File: src/sspp_pkg.sv
`default_nettype none
// =============================================
// Shared constants of the serial programming port
package sspp_pkg;
    // =============================================
    // Frame layout
    localparam int FRAME_BITS = 24;
    localparam int ADDR_BITS  = 7;
    localparam int DATA_BITS  = 16;
    localparam int REG_NUM    = 128;
    localparam int CNT_W      = 5;
    localparam int DIR_POS    = 23;
    localparam int ADDR_HI    = 22;
    localparam int ADDR_LO    = 16;
    localparam int RB_START   = 7;
    localparam logic DIR_WRITE = 1'b0;
    localparam logic DIR_READ  = 1'b1;
    // =============================================
    // Register 0 fields and the frame reference enable
    localparam logic [6:0] R0_ADDR   = 7'h00;
    localparam int         SLEEP_BIT = 0;
    localparam int         RESET_BIT = 1;
    localparam int         CAL_BIT   = 3;
    localparam int         PSYNC_BIT = 14;
    localparam logic [6:0] FREF_ADDR = 7'h48;
    localparam int         FREF_BIT  = 0;
    localparam logic [15:0] R0_HOLD_MASK = 16'h0003;
    // =============================================
    // Programming order limits
    localparam logic [6:0] REQ_TOP = 7'h4B;
    localparam logic [6:0] OPT_TOP = 7'h71;
    localparam logic [6:0] WD_ADDR = 7'h72;
    // =============================================
    // Timing
    localparam int CLK_HZ       = 25000000;
    localparam int CAL_WAIT_MS  = 10;
    localparam int CAL_WAIT_CYC = CAL_WAIT_MS * (CLK_HZ / 1000);
    localparam int SCLK_HALF    = 4;
    // =============================================
    // Host command registers
    localparam logic [3:0] HR_ADDR     = 4'h0;
    localparam logic [3:0] HR_WDATA    = 4'h1;
    localparam logic [3:0] HR_CTRL     = 4'h2;
    localparam logic [3:0] HR_STATUS   = 4'h3;
    localparam logic [3:0] HR_RDATA    = 4'h4;
    localparam logic [3:0] HR_IMG_ADDR = 4'h5;
    localparam logic [3:0] HR_IMG_DATA = 4'h6;
    localparam int CB_WRITE = 0;
    localparam int CB_READ  = 1;
    localparam int CB_INIT  = 2;
    localparam int CB_OPT   = 3;
    localparam int CB_WD    = 4;
    localparam int SB_BUSY  = 0;
    localparam int SB_DONE  = 1;
endpackage : sspp_pkg
`default_nettype wire

File: src/sspp_link_if.sv
`default_nettype none
// =============================================
// Serial programming link between host and device
interface sspp_link_if;
    logic sclk;
    logic select_bar;
    logic sdata;
    logic readback;
    modport dev
    (
        input  sclk,
        input  select_bar,
        input  sdata,
        output readback
    );
    modport host
    (
        output sclk,
        output select_bar,
        output sdata,
        input  readback
    );
endinterface : sspp_link_if
`default_nettype wire

File: src/sspp_host.sv
// Design decisions made here: the register offsets and strobed register access.
`default_nettype none
module sspp_host
    import sspp_pkg::*;
#(
    parameter int CAL_WAIT = CAL_WAIT_CYC,
    parameter int HALF     = SCLK_HALF
)
(
    input  wire logic        clk_sys,
    input  wire logic        rst_b,
    sspp_link_if.host        lnk,
    input  wire logic [3:0]  cmd_addr,
    input  wire logic [15:0] cmd_wdata,
    input  wire logic        cmd_wr,
    input  wire logic        cmd_rd,
    output logic [15:0]      cmd_rdata
);
    typedef enum { F_IDLE, F_LOW, F_HIGH, F_TAIL, F_GAP } sspp_fstate_t;
    typedef enum { Q_IDLE, Q_ONE, Q_RST1, Q_RST0, Q_LOAD, Q_WAIT, Q_CAL } sspp_qstate_t;

    function automatic logic [FRAME_BITS-1:0] mk_frame(input logic d, input logic [6:0] a,
                                                        input logic [15:0] v);
        mk_frame = {d, a, v};
    endfunction : mk_frame

    // =============================================
    // Software registers and image memory
    logic [6:0]  addr_reg;
    logic [15:0] wdata_reg;
    logic [15:0] rdata_reg;
    logic [6:0]  img_addr_reg;
    logic [15:0] image [REG_NUM];
    logic        done_reg;
    logic        opt_reg;
    logic        wd_reg;
    logic        busy;
    sspp_qstate_t q_reg;

    assign busy = (q_reg != Q_IDLE);

    always_ff @(posedge clk_sys or negedge rst_b)
    begin
        if (!rst_b)
        begin
            addr_reg     <= '0;
            wdata_reg    <= '0;
            img_addr_reg <= '0;
        end
        else if (cmd_wr)
        begin
            if (cmd_addr == HR_ADDR)
                addr_reg <= cmd_wdata[6:0];
            if (cmd_addr == HR_WDATA)
                wdata_reg <= cmd_wdata;
            if (cmd_addr == HR_IMG_ADDR)
                img_addr_reg <= cmd_wdata[6:0];
        end
    end

    // Image holds the values software wants written at bring-up
    always_ff @(posedge clk_sys)
    begin
        if (cmd_wr && cmd_addr == HR_IMG_DATA)
            image[img_addr_reg] <= cmd_wdata;
    end

    // Read data valid the cycle after the strobe; unmapped reads zero
    always_ff @(posedge clk_sys or negedge rst_b)
    begin
        if (!rst_b)
            cmd_rdata <= '0;
        else if (cmd_rd)
        begin
            case (cmd_addr)
                HR_ADDR:     cmd_rdata <= {9'h000, addr_reg};
                HR_WDATA:    cmd_rdata <= wdata_reg;
                HR_STATUS:   cmd_rdata <= {14'h0000, done_reg, busy};
                HR_RDATA:    cmd_rdata <= rdata_reg;
                HR_IMG_ADDR: cmd_rdata <= {9'h000, img_addr_reg};
                default:     cmd_rdata <= '0;
            endcase
        end
    end

    // =============================================
    // Frame engine
    sspp_fstate_t          f_reg;
    logic [FRAME_BITS-1:0] tx_reg;
    logic [CNT_W-1:0]      bit_reg;
    logic [7:0]            div_reg;
    logic                  f_go;
    logic [FRAME_BITS-1:0] f_word;
    logic                  f_done;
    logic                  rb_s1_reg;
    logic                  rb_s2_reg;
    logic                  div_end;
    assign div_end = (div_reg == 8'(HALF - 1));
    assign f_done  = (f_reg == F_GAP) && div_end;

    // Readback comes from another chip, so it is synchronised first
    always_ff @(posedge clk_sys or negedge rst_b)
    begin
        if (!rst_b)
        begin
            rb_s1_reg <= 1'b0;
            rb_s2_reg <= 1'b0;
        end
        else
        begin
            rb_s1_reg <= lnk.readback;
            rb_s2_reg <= rb_s1_reg;
        end
    end

    // Data changes on the falling edge so it is stable at the rising one
    always_ff @(posedge clk_sys or negedge rst_b)
    begin
        if (!rst_b)
        begin
            f_reg          <= F_IDLE;
            tx_reg         <= '0;
            bit_reg        <= '0;
            div_reg        <= '0;
            rdata_reg      <= '0;
            lnk.sclk       <= 1'b0;
            lnk.select_bar <= 1'b1;
            lnk.sdata      <= 1'b0;
        end
        else
        begin
            div_reg <= div_end ? 8'h00 : div_reg + 8'h01;
            case (f_reg)
                F_IDLE:
                begin
                    div_reg <= '0;
                    if (f_go)
                    begin
                        tx_reg         <= f_word;
                        lnk.sdata      <= f_word[DIR_POS];
                        lnk.select_bar <= 1'b0;
                        bit_reg        <= '0;
                        f_reg          <= F_LOW;
                    end
                end
                F_LOW:
                    if (div_end)
                    begin
                        lnk.sclk <= 1'b1;
                        if (bit_reg > CNT_W'(RB_START))
                            rdata_reg <= {rdata_reg[DATA_BITS-2:0], rb_s2_reg};
                        f_reg <= F_HIGH;
                    end
                F_HIGH:
                    if (div_end)
                    begin
                        lnk.sclk <= 1'b0;
                        bit_reg  <= bit_reg + CNT_W'(1);
                        if (bit_reg == CNT_W'(FRAME_BITS - 1))
                            f_reg <= F_TAIL;
                        else
                        begin
                            tx_reg    <= tx_reg << 1;
                            lnk.sdata <= tx_reg[DIR_POS-1];
                            f_reg     <= F_LOW;
                        end
                    end
                F_TAIL:
                    if (div_end)
                    begin
                        lnk.select_bar <= 1'b1;
                        f_reg          <= F_GAP;
                    end
                F_GAP:
                    if (div_end)
                        f_reg <= F_IDLE;
                default:
                    f_reg <= F_IDLE;
            endcase
        end
    end

    // =============================================
    // Sequencer
    logic [6:0]  load_reg;
    logic [31:0] wait_reg;
    logic        go_reg;
    logic [15:0] r0_img;
    assign r0_img = image[R0_ADDR];
    assign f_go   = go_reg;

    // Register 0 bit masks used by the bring-up frames
    localparam logic [15:0] RST_ON = 16'h0001 << RESET_BIT;
    localparam logic [15:0] SLP_ON = 16'h0001 << SLEEP_BIT;
    localparam logic [15:0] CAL_ON = 16'h0001 << CAL_BIT;

    always_comb
    begin
        f_word = mk_frame(DIR_WRITE, load_reg, image[load_reg]);
        case (q_reg)
            Q_ONE:   f_word = mk_frame(opt_reg, addr_reg, wdata_reg);
            Q_RST1:  f_word = mk_frame(DIR_WRITE, R0_ADDR, (r0_img | RST_ON) & ~SLP_ON);
            Q_RST0:  f_word = mk_frame(DIR_WRITE, R0_ADDR, r0_img & ~RST_ON);
            Q_CAL:   f_word = mk_frame(DIR_WRITE, R0_ADDR, r0_img | CAL_ON);
            default: f_word = mk_frame(DIR_WRITE, load_reg, image[load_reg]);
        endcase
    end

    always_ff @(posedge clk_sys or negedge rst_b)
    begin
        if (!rst_b)
        begin
            q_reg    <= Q_IDLE;
            go_reg   <= 1'b0;
            load_reg <= '0;
            wait_reg <= '0;
            opt_reg  <= 1'b0;
            wd_reg   <= 1'b0;
            done_reg <= 1'b0;
        end
        else
        begin
            go_reg <= 1'b0;
            case (q_reg)
                Q_IDLE:
                    if (cmd_wr && cmd_addr == HR_CTRL)
                    begin
                        opt_reg <= cmd_wdata[CB_OPT];
                        wd_reg  <= cmd_wdata[CB_WD];
                        if (cmd_wdata[CB_INIT])
                        begin
                            done_reg <= 1'b0;
                            q_reg    <= Q_RST1;
                            go_reg   <= 1'b1;
                        end
                        else if (cmd_wdata[CB_WRITE] | cmd_wdata[CB_READ])
                        begin
                            opt_reg <= cmd_wdata[CB_READ];
                            q_reg   <= Q_ONE;
                            go_reg  <= 1'b1;
                        end
                    end
                Q_ONE:
                    if (f_done)
                        q_reg <= Q_IDLE;
                Q_RST1:
                    if (f_done)
                    begin
                        q_reg  <= Q_RST0;
                        go_reg <= 1'b1;
                    end
                Q_RST0:
                    if (f_done)
                    begin
                        load_reg <= wd_reg ? WD_ADDR : (opt_reg ? OPT_TOP : REQ_TOP);
                        q_reg    <= Q_LOAD;
                        go_reg   <= 1'b1;
                    end
                Q_LOAD:
                    if (f_done)
                    begin
                        go_reg <= (load_reg != R0_ADDR);
                        if (load_reg == R0_ADDR)
                        begin
                            wait_reg <= '0;
                            q_reg    <= Q_WAIT;
                        end
                        else if (load_reg == WD_ADDR && !opt_reg)
                            load_reg <= REQ_TOP;
                        else
                            load_reg <= load_reg - 7'h01;
                    end
                Q_WAIT:
                begin
                    wait_reg <= wait_reg + 32'h1;
                    if (wait_reg == 32'(CAL_WAIT - 1))
                    begin
                        q_reg  <= Q_CAL;
                        go_reg <= 1'b1;
                    end
                end
                Q_CAL:
                    if (f_done)
                    begin
                        done_reg <= 1'b1;
                        q_reg    <= Q_IDLE;
                    end
                default:
                    q_reg <= Q_IDLE;
            endcase
        end
    end
endmodule : sspp_host
`default_nettype wire

File: src/flat_wrapper.sv
// flat-port wrapper written by rule: the top's interface ports become plain ports
module sspp_host_flat import sspp_pkg::*;
#(
    parameter int CAL_WAIT = CAL_WAIT_CYC,
    parameter int HALF     = SCLK_HALF
)
  (clk_sys, rst_b, cmd_addr, cmd_wdata, cmd_wr, cmd_rd, cmd_rdata, lnk_sclk, lnk_select_bar, lnk_sdata, lnk_readback);
  sspp_link_if lnk_i ();
  input  wire logic clk_sys;
  input  wire logic rst_b;
  input  wire logic [3:0] cmd_addr;
  input  wire logic [15:0] cmd_wdata;
  input  wire logic cmd_wr;
  input  wire logic cmd_rd;
  output logic [15:0] cmd_rdata;
  output wire logic [$bits(lnk_i.sclk)-1:0] lnk_sclk;
  output wire logic [$bits(lnk_i.select_bar)-1:0] lnk_select_bar;
  output wire logic [$bits(lnk_i.sdata)-1:0] lnk_sdata;
  input wire logic [$bits(lnk_i.readback)-1:0] lnk_readback;
  assign lnk_sclk = lnk_i.sclk;
  assign lnk_select_bar = lnk_i.select_bar;
  assign lnk_sdata = lnk_i.sdata;
  assign lnk_i.readback = lnk_readback;
  sspp_host #(.CAL_WAIT(CAL_WAIT), .HALF(HALF)) u_core (.clk_sys(clk_sys), .rst_b(rst_b), .lnk(lnk_i), .cmd_addr(cmd_addr), .cmd_wdata(cmd_wdata), .cmd_wr(cmd_wr), .cmd_rd(cmd_rd), .cmd_rdata(cmd_rdata));
endmodule
File: config.mk
export PLATFORM = sky130hd
export DESIGN_NAME = sspp_host_flat
export DESIGN_NICKNAME = d
export VERILOG_FILES = /design/src/sspp_pkg.sv /design/src/sspp_link_if.sv /design/src/sspp_host.sv /design/src/flat_wrapper.sv
export SDC_FILE = /design/constraint.sdc
export NUM_CORES = 2
export LEC_CHECK = 0
export BUFFER_PORTS_ARGS = -buffer_cell sky130_fd_sc_hd__buf_2
export CAP_MARGIN = 0
export CORE_MARGIN = 5
export CORE_UTILIZATION = 45
export DETAILED_ROUTE_END_ITERATION = 12
export PLACE_DENSITY = 0.56
export SYNTH_ARGS = -nofsm -noshare
export SYNTH_HDL_FRONTEND = slang
export SYNTH_SLANG_ARGS = --single-unit
File: constraint.sdc
create_clock -name clk_sys -period 8.55 [get_ports clk_sys]
set_input_delay 1.71 -clock clk_sys [delete_from_list [all_inputs] [get_ports clk_sys]]
set_output_delay 1.71 -clock clk_sys [all_outputs]
set_load 0.02 [all_outputs]
Word-level counts from Yosys, hierarchy flattened
Memories as Yosys holds them, arrays and structs flattened.
Index checks and enable logic that the tools add are counted.
Widths: inputs -> output; s select.

storage, ports and cells
  word-level logic and storage cells = 161
  input port bits = 25
  memory bits (writable) = 2,048
  output and inout port bits = 19
  memories = 1
  bits in registers = 210

cells by class
  muxes and demuxes = 62
  add/subtract/negate cells = 4
  reductions and logical operators = 33
  magnitude comparators = 1
  bitwise operators = 1
  equality and inequality tests = 38

memories
  memory        words  bits a word  rd ports  clocked after memory_dff  wr ports  RTL line         RTL
  u_core.image  128    16           2         0                         1         sspp_host.sv:33  logic [15:0] image [REG_NUM];

operators with widths
  operator               number
  $mux 32                16
  $pmux 32 s6            1
  $pmux 32 s5            1
  $eq 32x2->1 const B    4
  $eq 32x3->1 const B    4
  $pmux 24 s4            1
  $pmux 16 s5            1
  $mux 23                3
  $eq 32x1->1 const B    2
  $logic_not 32->1       2
  $pmux 32 s2            1
  $pmux 23 s2            1
  $mux 7                 5
  $add 32x1->32 const B  1
  $eq 32x18->1 const B   1
  $eq 32x4->1 const B    1
  $reduce_bool 32->1     1
  $ne 2x1->1 const B     13
  $mux 1                 19
  $mux 8                 2
  $reduce_and 3->1       5
  $pmux 7 s2             1
  $eq 4x3->1 const B     3
  $reduce_and 4->1       3
  other kinds (28)       47

Depth between registers and ports, before layout
  depth after elaboration = 6
  depth in mapped cells = 14

Worst setup path after synthesis
Ideal clock, no wire load.

  path type = input to register
  start point = input cmd_addr[1]
  end point = memory u_core.image[126][0] (enable)
  setup slack = 4.440 ns
  library setup time = 0.389 ns
  data arrival time = 3.721 ns
  data required time = 8.161 ns
  path buffers = 2
  stages on the path = 6
  cells stage by stage = clkbuf_1 and3_1 nor3b_1 nand3_1 clkbuf_1 nor2_1

on the way
  cells in the longest elaborated chain, start to end = 4

ends and longest elaborated chain
  element                       RTL line            RTL
  start, declared               flat_wrapper.sv:11  input wire logic [3:0] cmd_addr;
  $eq 4x3->1                    sspp_host.sv:64     if (cmd_wr && cmd_addr == HR_IMG_DATA)
  $logic_and 1x1->1             sspp_host.sv:64
  $mux 1                        sspp_host.sv:64
  $mux 1 (implied by the code)  sspp_host.sv:65     image[img_addr_reg] <= cmd_wdata;
  end, declared                 sspp_host.sv:33

Every way passes these cells.

Worst setup path after layout
  start point = register u_core.load_reg[1]
  end point = register u_core.tx_reg[14]

on the way
  cells in the longest elaborated chain, start to end = 4

ends and longest elaborated chain
  element                 RTL line          RTL
  start, declared         sspp_host.sv:185  logic [6:0] load_reg;
  start signal, assigned  sspp_host.sv:255  load_reg <= wd_reg ? WD_ADDR : (opt_reg ? OPT_TOP : REQ_TOP);
  start signal, assigned  sspp_host.sv:271  load_reg <= load_reg - 7'h01;
  $mem_v2 128x16          -
  $pmux 24 s4             sspp_host.sv:200  case (q_reg)
  $mux 23                 sspp_host.sv:137  if (f_go)
  $pmux 23 s2             sspp_host.sv:133  case (f_reg)
  end signal, assigned    sspp_host.sv:139  tx_reg <= f_word;
  end signal, assigned    sspp_host.sv:163  tx_reg <= tx_reg << 1;
  end, declared           sspp_host.sv:89   logic [FRAME_BITS-1:0] tx_reg;

Every way passes these cells. The select of a mux whose other input is x is not followed.
A chain may end at the register's enable or synchronous reset.

==> out/summary.log <==
qor: power.cellLeakagePower 31.15 nW
qor: outcome.status complete, no violations
qor: finish.flow.area_growth_from_synthesis 13.21%
qor: timing.min_period_over_period 51.55%
qor: worst_setup_path.cp_cell_sequence buf_12, buf_4, mux4_2, a22oi_1, nand3_1, a22oi_1, o32ai_1
qor: floorplan.design.core.area 190600 µm²
qor: placed_design.io_buffer_count 43
qor: clock_network.worst_skew_pair.late_latency 880 ps
qor: clock_network.cts_tree yes
qor: finish.most-common-layout-cells sky130_fd_sc_hd__edfxtp_1 (2048), sky130_fd_sc_hd__mux4_2 (483), sky130_fd_sc_hd__nor2_1 (246)
qor: timing.unrepaired_setup_endpoints_after_global_routing no
qor: synth.yosysSeqAreaShare 75.63%
qor: global_routing.total_overflow_reported_by_the_global_router 0
qor: clock_network.cts-hold-fix-buffers 0
qor: worst_setup_path.critical_path_arrival 5110 ps
qor: worst_setup_path.crit_fanout 80
qor: power.vdd_ir_drop_max 0.2310 mV
qor: power.p_sw 4.566 mW
qor: timing.worst_slack 4143 ps
qor: worst_setup_path.setup.worst_path.end_class flop
qor: power.internal_power 17.26 mW
qor: timing.worst_slew_pin_slew 1222 ps
qor: synth.netlist_instances 4372
qor: finish.most_common_library_cell_in_the_layout_ignoring_fill_and_taps sky130_fd_sc_hd__edfxtp_1
qor: global_routing.grt_max_degree 108
qor: timing.max-slew-margin-rel 17.23%
qor: global_routing.initial_antenna_violation_count 11
qor: synth.syn-mean-instance-area 19.75 µm²
qor: worst_setup_path.end_of_the_worst_register_to_register_path u_core.tx_reg[14]
qor: worst_hold_path.hold_class reg2reg
qor: floorplan.initial_core_util 45.31%
qor: worst_setup_path.crit_type reg2reg
qor: worst_setup_path.r2r_start u_core.load_reg[1]
qor: worst_setup_path.cp_top_family compound AO/OA/AOI/OAI gates
qor: worst_setup_path.worstPathBufferInverterCount 2
qor: timing.setup_viol 0
qor: worst_hold_path.min_delay_path_depth 0
qor: detailed_routing.wl 237200 µm
qor: power.share_clk_of_total_power 43.9%
qor: synth.ys_dominant_reg_cell sky130_fd_sc_hd__edfxtp_1
qor: placed_design.number_of_instances_in_the_placed_design 6910
qor: floorplan.dieWidth 448.0 µm
qor: floorplan.die_area 200700 µm²
qor: global_routing.globalRouteTotalUtil 23.63%
qor: synth.number_of_nets_produced_by_synthesis 4403
qor: job.max-cap-violations 0
qor: clock_network.cts-root-to-sink-buffers 3
qor: synth.ys_warn_count 0
qor: synth.postSynthRegisterBits 2200
qor: worst_hold_path.hold_end u_core.rb_s2_reg
qor: synth.ffs_w_async_s_r_synth 6.909%
qor: worst_setup_path.max_stage_delay 910 ps
qor: clock_network.cts_root_buffer sky130_fd_sc_hd__clkbuf_16
qor: clock_network.cts.repair_timing.setup_buffer_count 0
qor: timing.final-hold-violation-count 0
qor: worst_hold_path.timing.hold.worst.start u_core.rb_s1_reg
qor: worst_setup_path.critical_path_required 9250 ps
qor: timing.fmax 0.2269 GHz
qor: power.p_seq_share 54.4%
qor: finish.filler_instances 15250
qor: timing.final_period_minus_worst_setup_slack 4407 ps
qor: placed_design.placement.setup.worst_slack 3616 ps
qor: global_routing.grt_first_pass_wirelength 338700 µm
qor: floorplan.fp-row-count 160
qor: floorplan.io_pins 44
qor: worst_setup_path.setup.worst_path.start_class flop
qor: detailed_routing.drt-vias-per-instance 6.104
qor: finish.drive_gt1_share 23.97%
qor: finish.layout.cells.non_filler 7332
qor: power.combPwrFrac 1.6%
qor: detailed_routing.drc_errors 0
qor: worst_setup_path.worst_path_max_delay_cell sky130_fd_sc_hd__a22oi_1
qor: floorplan.dieHeight 448.0 µm
qor: clock_network.cts_num_sinks 2200
qor: timing.report.final.slew_viol_count 0
qor: clock_network.cts_inserted_buffers 224
qor: timing.finClkSkew 44.81 ps
qor: detailed_routing.drtIter0Drc 5313
qor: detailed_routing.detailedRoute.firstPassIterationCount 6
qor: timing.hold_slack 353.5 ps
qor: clock_network.htree_levels 4
qor: clock_network.cts_repair_resize_count 0
qor: synth.synth_cell_type_count 78
qor: detailed_routing.drt-wirelength-per-cell 32.35 µm
qor: timing.timing.setup.tns 0 ps
qor: finish.largest_reg_flops 2048
qor: power.netSwitchingFraction 20.92%
qor: power.powerDensity 223.2 nW/µm²
qor: worst_setup_path.regToRegSetupSlack 4140 ps
qor: worst_setup_path.timing.reg2reg.worst_path_depth 7
qor: placed_design.dpl.hpwl 143300 µm
qor: synth.synth-edff-count 2048
qor: detailed_routing.ant_nets 0
qor: global_routing.number_of_global_route_vias_before_repair 44570
qor: synth.mappedNetlistArea 86350 µm²
qor: placed_design.gpl.final_weighted_congestion 0.8720
qor: worst_setup_path.crit_path_frequent_cell sky130_fd_sc_hd__a22oi_1
qor: detailed_routing.num_vias 44750
qor: clock_network.cts.clk_slew.worst_paths 70 ps
qor: finish.num-nets-final 4656
-- cells in the mapped netlist (6+ instances only) --
master,number,area (µm²)
sky130_fd_sc_hd__a21o_1,7,52.55
sky130_fd_sc_hd__a21oi_1,70,350.3
sky130_fd_sc_hd__a221o_1,13,130.1
sky130_fd_sc_hd__a221oi_1,34,297.8
sky130_fd_sc_hd__a22o_1,11,96.34
sky130_fd_sc_hd__a22oi_1,49,367.9
sky130_fd_sc_hd__a311o_1,7,70.07
sky130_fd_sc_hd__a31oi_1,18,112.6
sky130_fd_sc_hd__a32o_1,6,60.06
sky130_fd_sc_hd__a32oi_1,26,227.7
sky130_fd_sc_hd__and2_1,6,37.54
sky130_fd_sc_hd__and3_1,16,100.1
sky130_fd_sc_hd__buf_1,31,116.4
sky130_fd_sc_hd__buf_2,58,290.3
sky130_fd_sc_hd__buf_4,22,165.2
sky130_fd_sc_hd__clkbuf_1,128,480.5
sky130_fd_sc_hd__dfrtp_1,151,3779
sky130_fd_sc_hd__edfxtp_1,2048,61500
sky130_fd_sc_hd__ha_1,6,75.07
sky130_fd_sc_hd__inv_1,32,120.1
sky130_fd_sc_hd__mux2_2,57,641.9
sky130_fd_sc_hd__mux2i_1,162,1622
sky130_fd_sc_hd__mux4_2,483,10880
sky130_fd_sc_hd__nand2_1,244,915.9
sky130_fd_sc_hd__nand2b_1,11,68.82
sky130_fd_sc_hd__nand3_1,50,250.2
sky130_fd_sc_hd__nand4_1,15,93.84
sky130_fd_sc_hd__nor2_1,249,934.7
sky130_fd_sc_hd__nor2b_1,18,112.6
sky130_fd_sc_hd__nor3_1,12,60.06
sky130_fd_sc_hd__nor4_1,21,131.4
sky130_fd_sc_hd__o2111ai_1,7,61.31
sky130_fd_sc_hd__o211ai_1,15,112.6
sky130_fd_sc_hd__o21ai_0,99,495.5
sky130_fd_sc_hd__o221ai_1,22,192.7
sky130_fd_sc_hd__o22ai_1,33,206.5
sky130_fd_sc_hd__o31ai_1,8,60.06
sky130_fd_sc_hd__o32ai_1,7,61.31
sky130_fd_sc_hd__or3_1,16,100.1
sky130_fd_sc_hd__or4_1,6,45.04
sky130_fd_sc_hd__xnor2_1,13,113.9
-- per-layer routing --
layer  global-route usage (%)  routed length (µm)
met1                    34.62              101100
met2                    36.37              109800
met3                    4.612               19000
met4                    7.034                7181
met5                        0                  34
-- how the worst max path moves through the flow --
| stage | slack, ps | end | cells past startpoint | from |
|---|---|---|---|---|
| floorplan | 4440 | u_core.image[126][0] | 6 | cmd_addr[1] |
| global placement | 3670 | u_core.image[56][1] | 8 | cmd_addr[0] |
| detailed placement | 3620 | u_core.image[56][9] | 8 | cmd_addr[0] |
| CTS | 4130 | u_core.tx_reg[9] | 7 | u_core.load_reg[0] |
| global route | 4040 | u_core.tx_reg[14] | 7 | u_core.load_reg[1] |
| finish | 4140 | u_core.tx_reg[14] | 7 | u_core.load_reg[1] |
-- cell families (layout without fill, tap and decap cells) --
logic type / after synthesis / in the layout / share of synthesized area (%)
flip-flops: 2200 / 2200 / 75.63
multiplexers: 702 / 702 / 15.22
AND/OR/NAND/NOR: 693 / 693 / 3.597
AO/OA/AOI/OAI: 481 / 481 / 3.918
buffers and inverters: 273 / 720 / 1.375
XOR/XNOR: 16 / 16 / 0.1623
adder cells (fa/ha/maj): 7 / 7 / 0.09853
other: 0 / 2 / 0
-- power by group through the flow --
stage	combinational, mW	clock (mW)	sequential [mW]
floorplan	0.0978	0	12.1
global placement	0.354	0	12.1
detailed placement	0.362	0	12.1
CTS	0.362	9.76	11.9
global route	0.383	10.2	11.9
finish	0.356	9.59	11.9
-- final cells by class --
cell class,instances,area (µm²),area share (%)
diodes,2,5.005,0.005120
clock buffers,279,5882,6.017
clock inverters,141,1349,1.380
inverters,33,132.6,0.1357
multi-input cells,1899,19910,20.37
flip-flops and latches,2200,65320,66.82
well taps,2511,3142,3.214
repair buffers,267,2018,2.065
-- per-stage QoR --
stage	area, µm²	total power, mW	util, %
floorplan	86350	12.15	-
global placement	90520	12.45	47.50
detailed placement	90520	12.46	47.50
CTS	97750	22.00	51.29
global route	97750	22.45	51.29
finish	97760	21.82	51.29
-- worst reg2reg max path, stage by stage (launching register included) --
cell and delay, ps:
sky130_fd_sc_hd__dfrtp_4 800, sky130_fd_sc_hd__buf_12 470, sky130_fd_sc_hd__buf_4 820, sky130_fd_sc_hd__mux4_2 440, sky130_fd_sc_hd__a22oi_1 310, sky130_fd_sc_hd__nand3_1 290, sky130_fd_sc_hd__a22oi_1 910, sky130_fd_sc_hd__o32ai_1 180
Note: power is estimated with default switching activity, not from simulation.
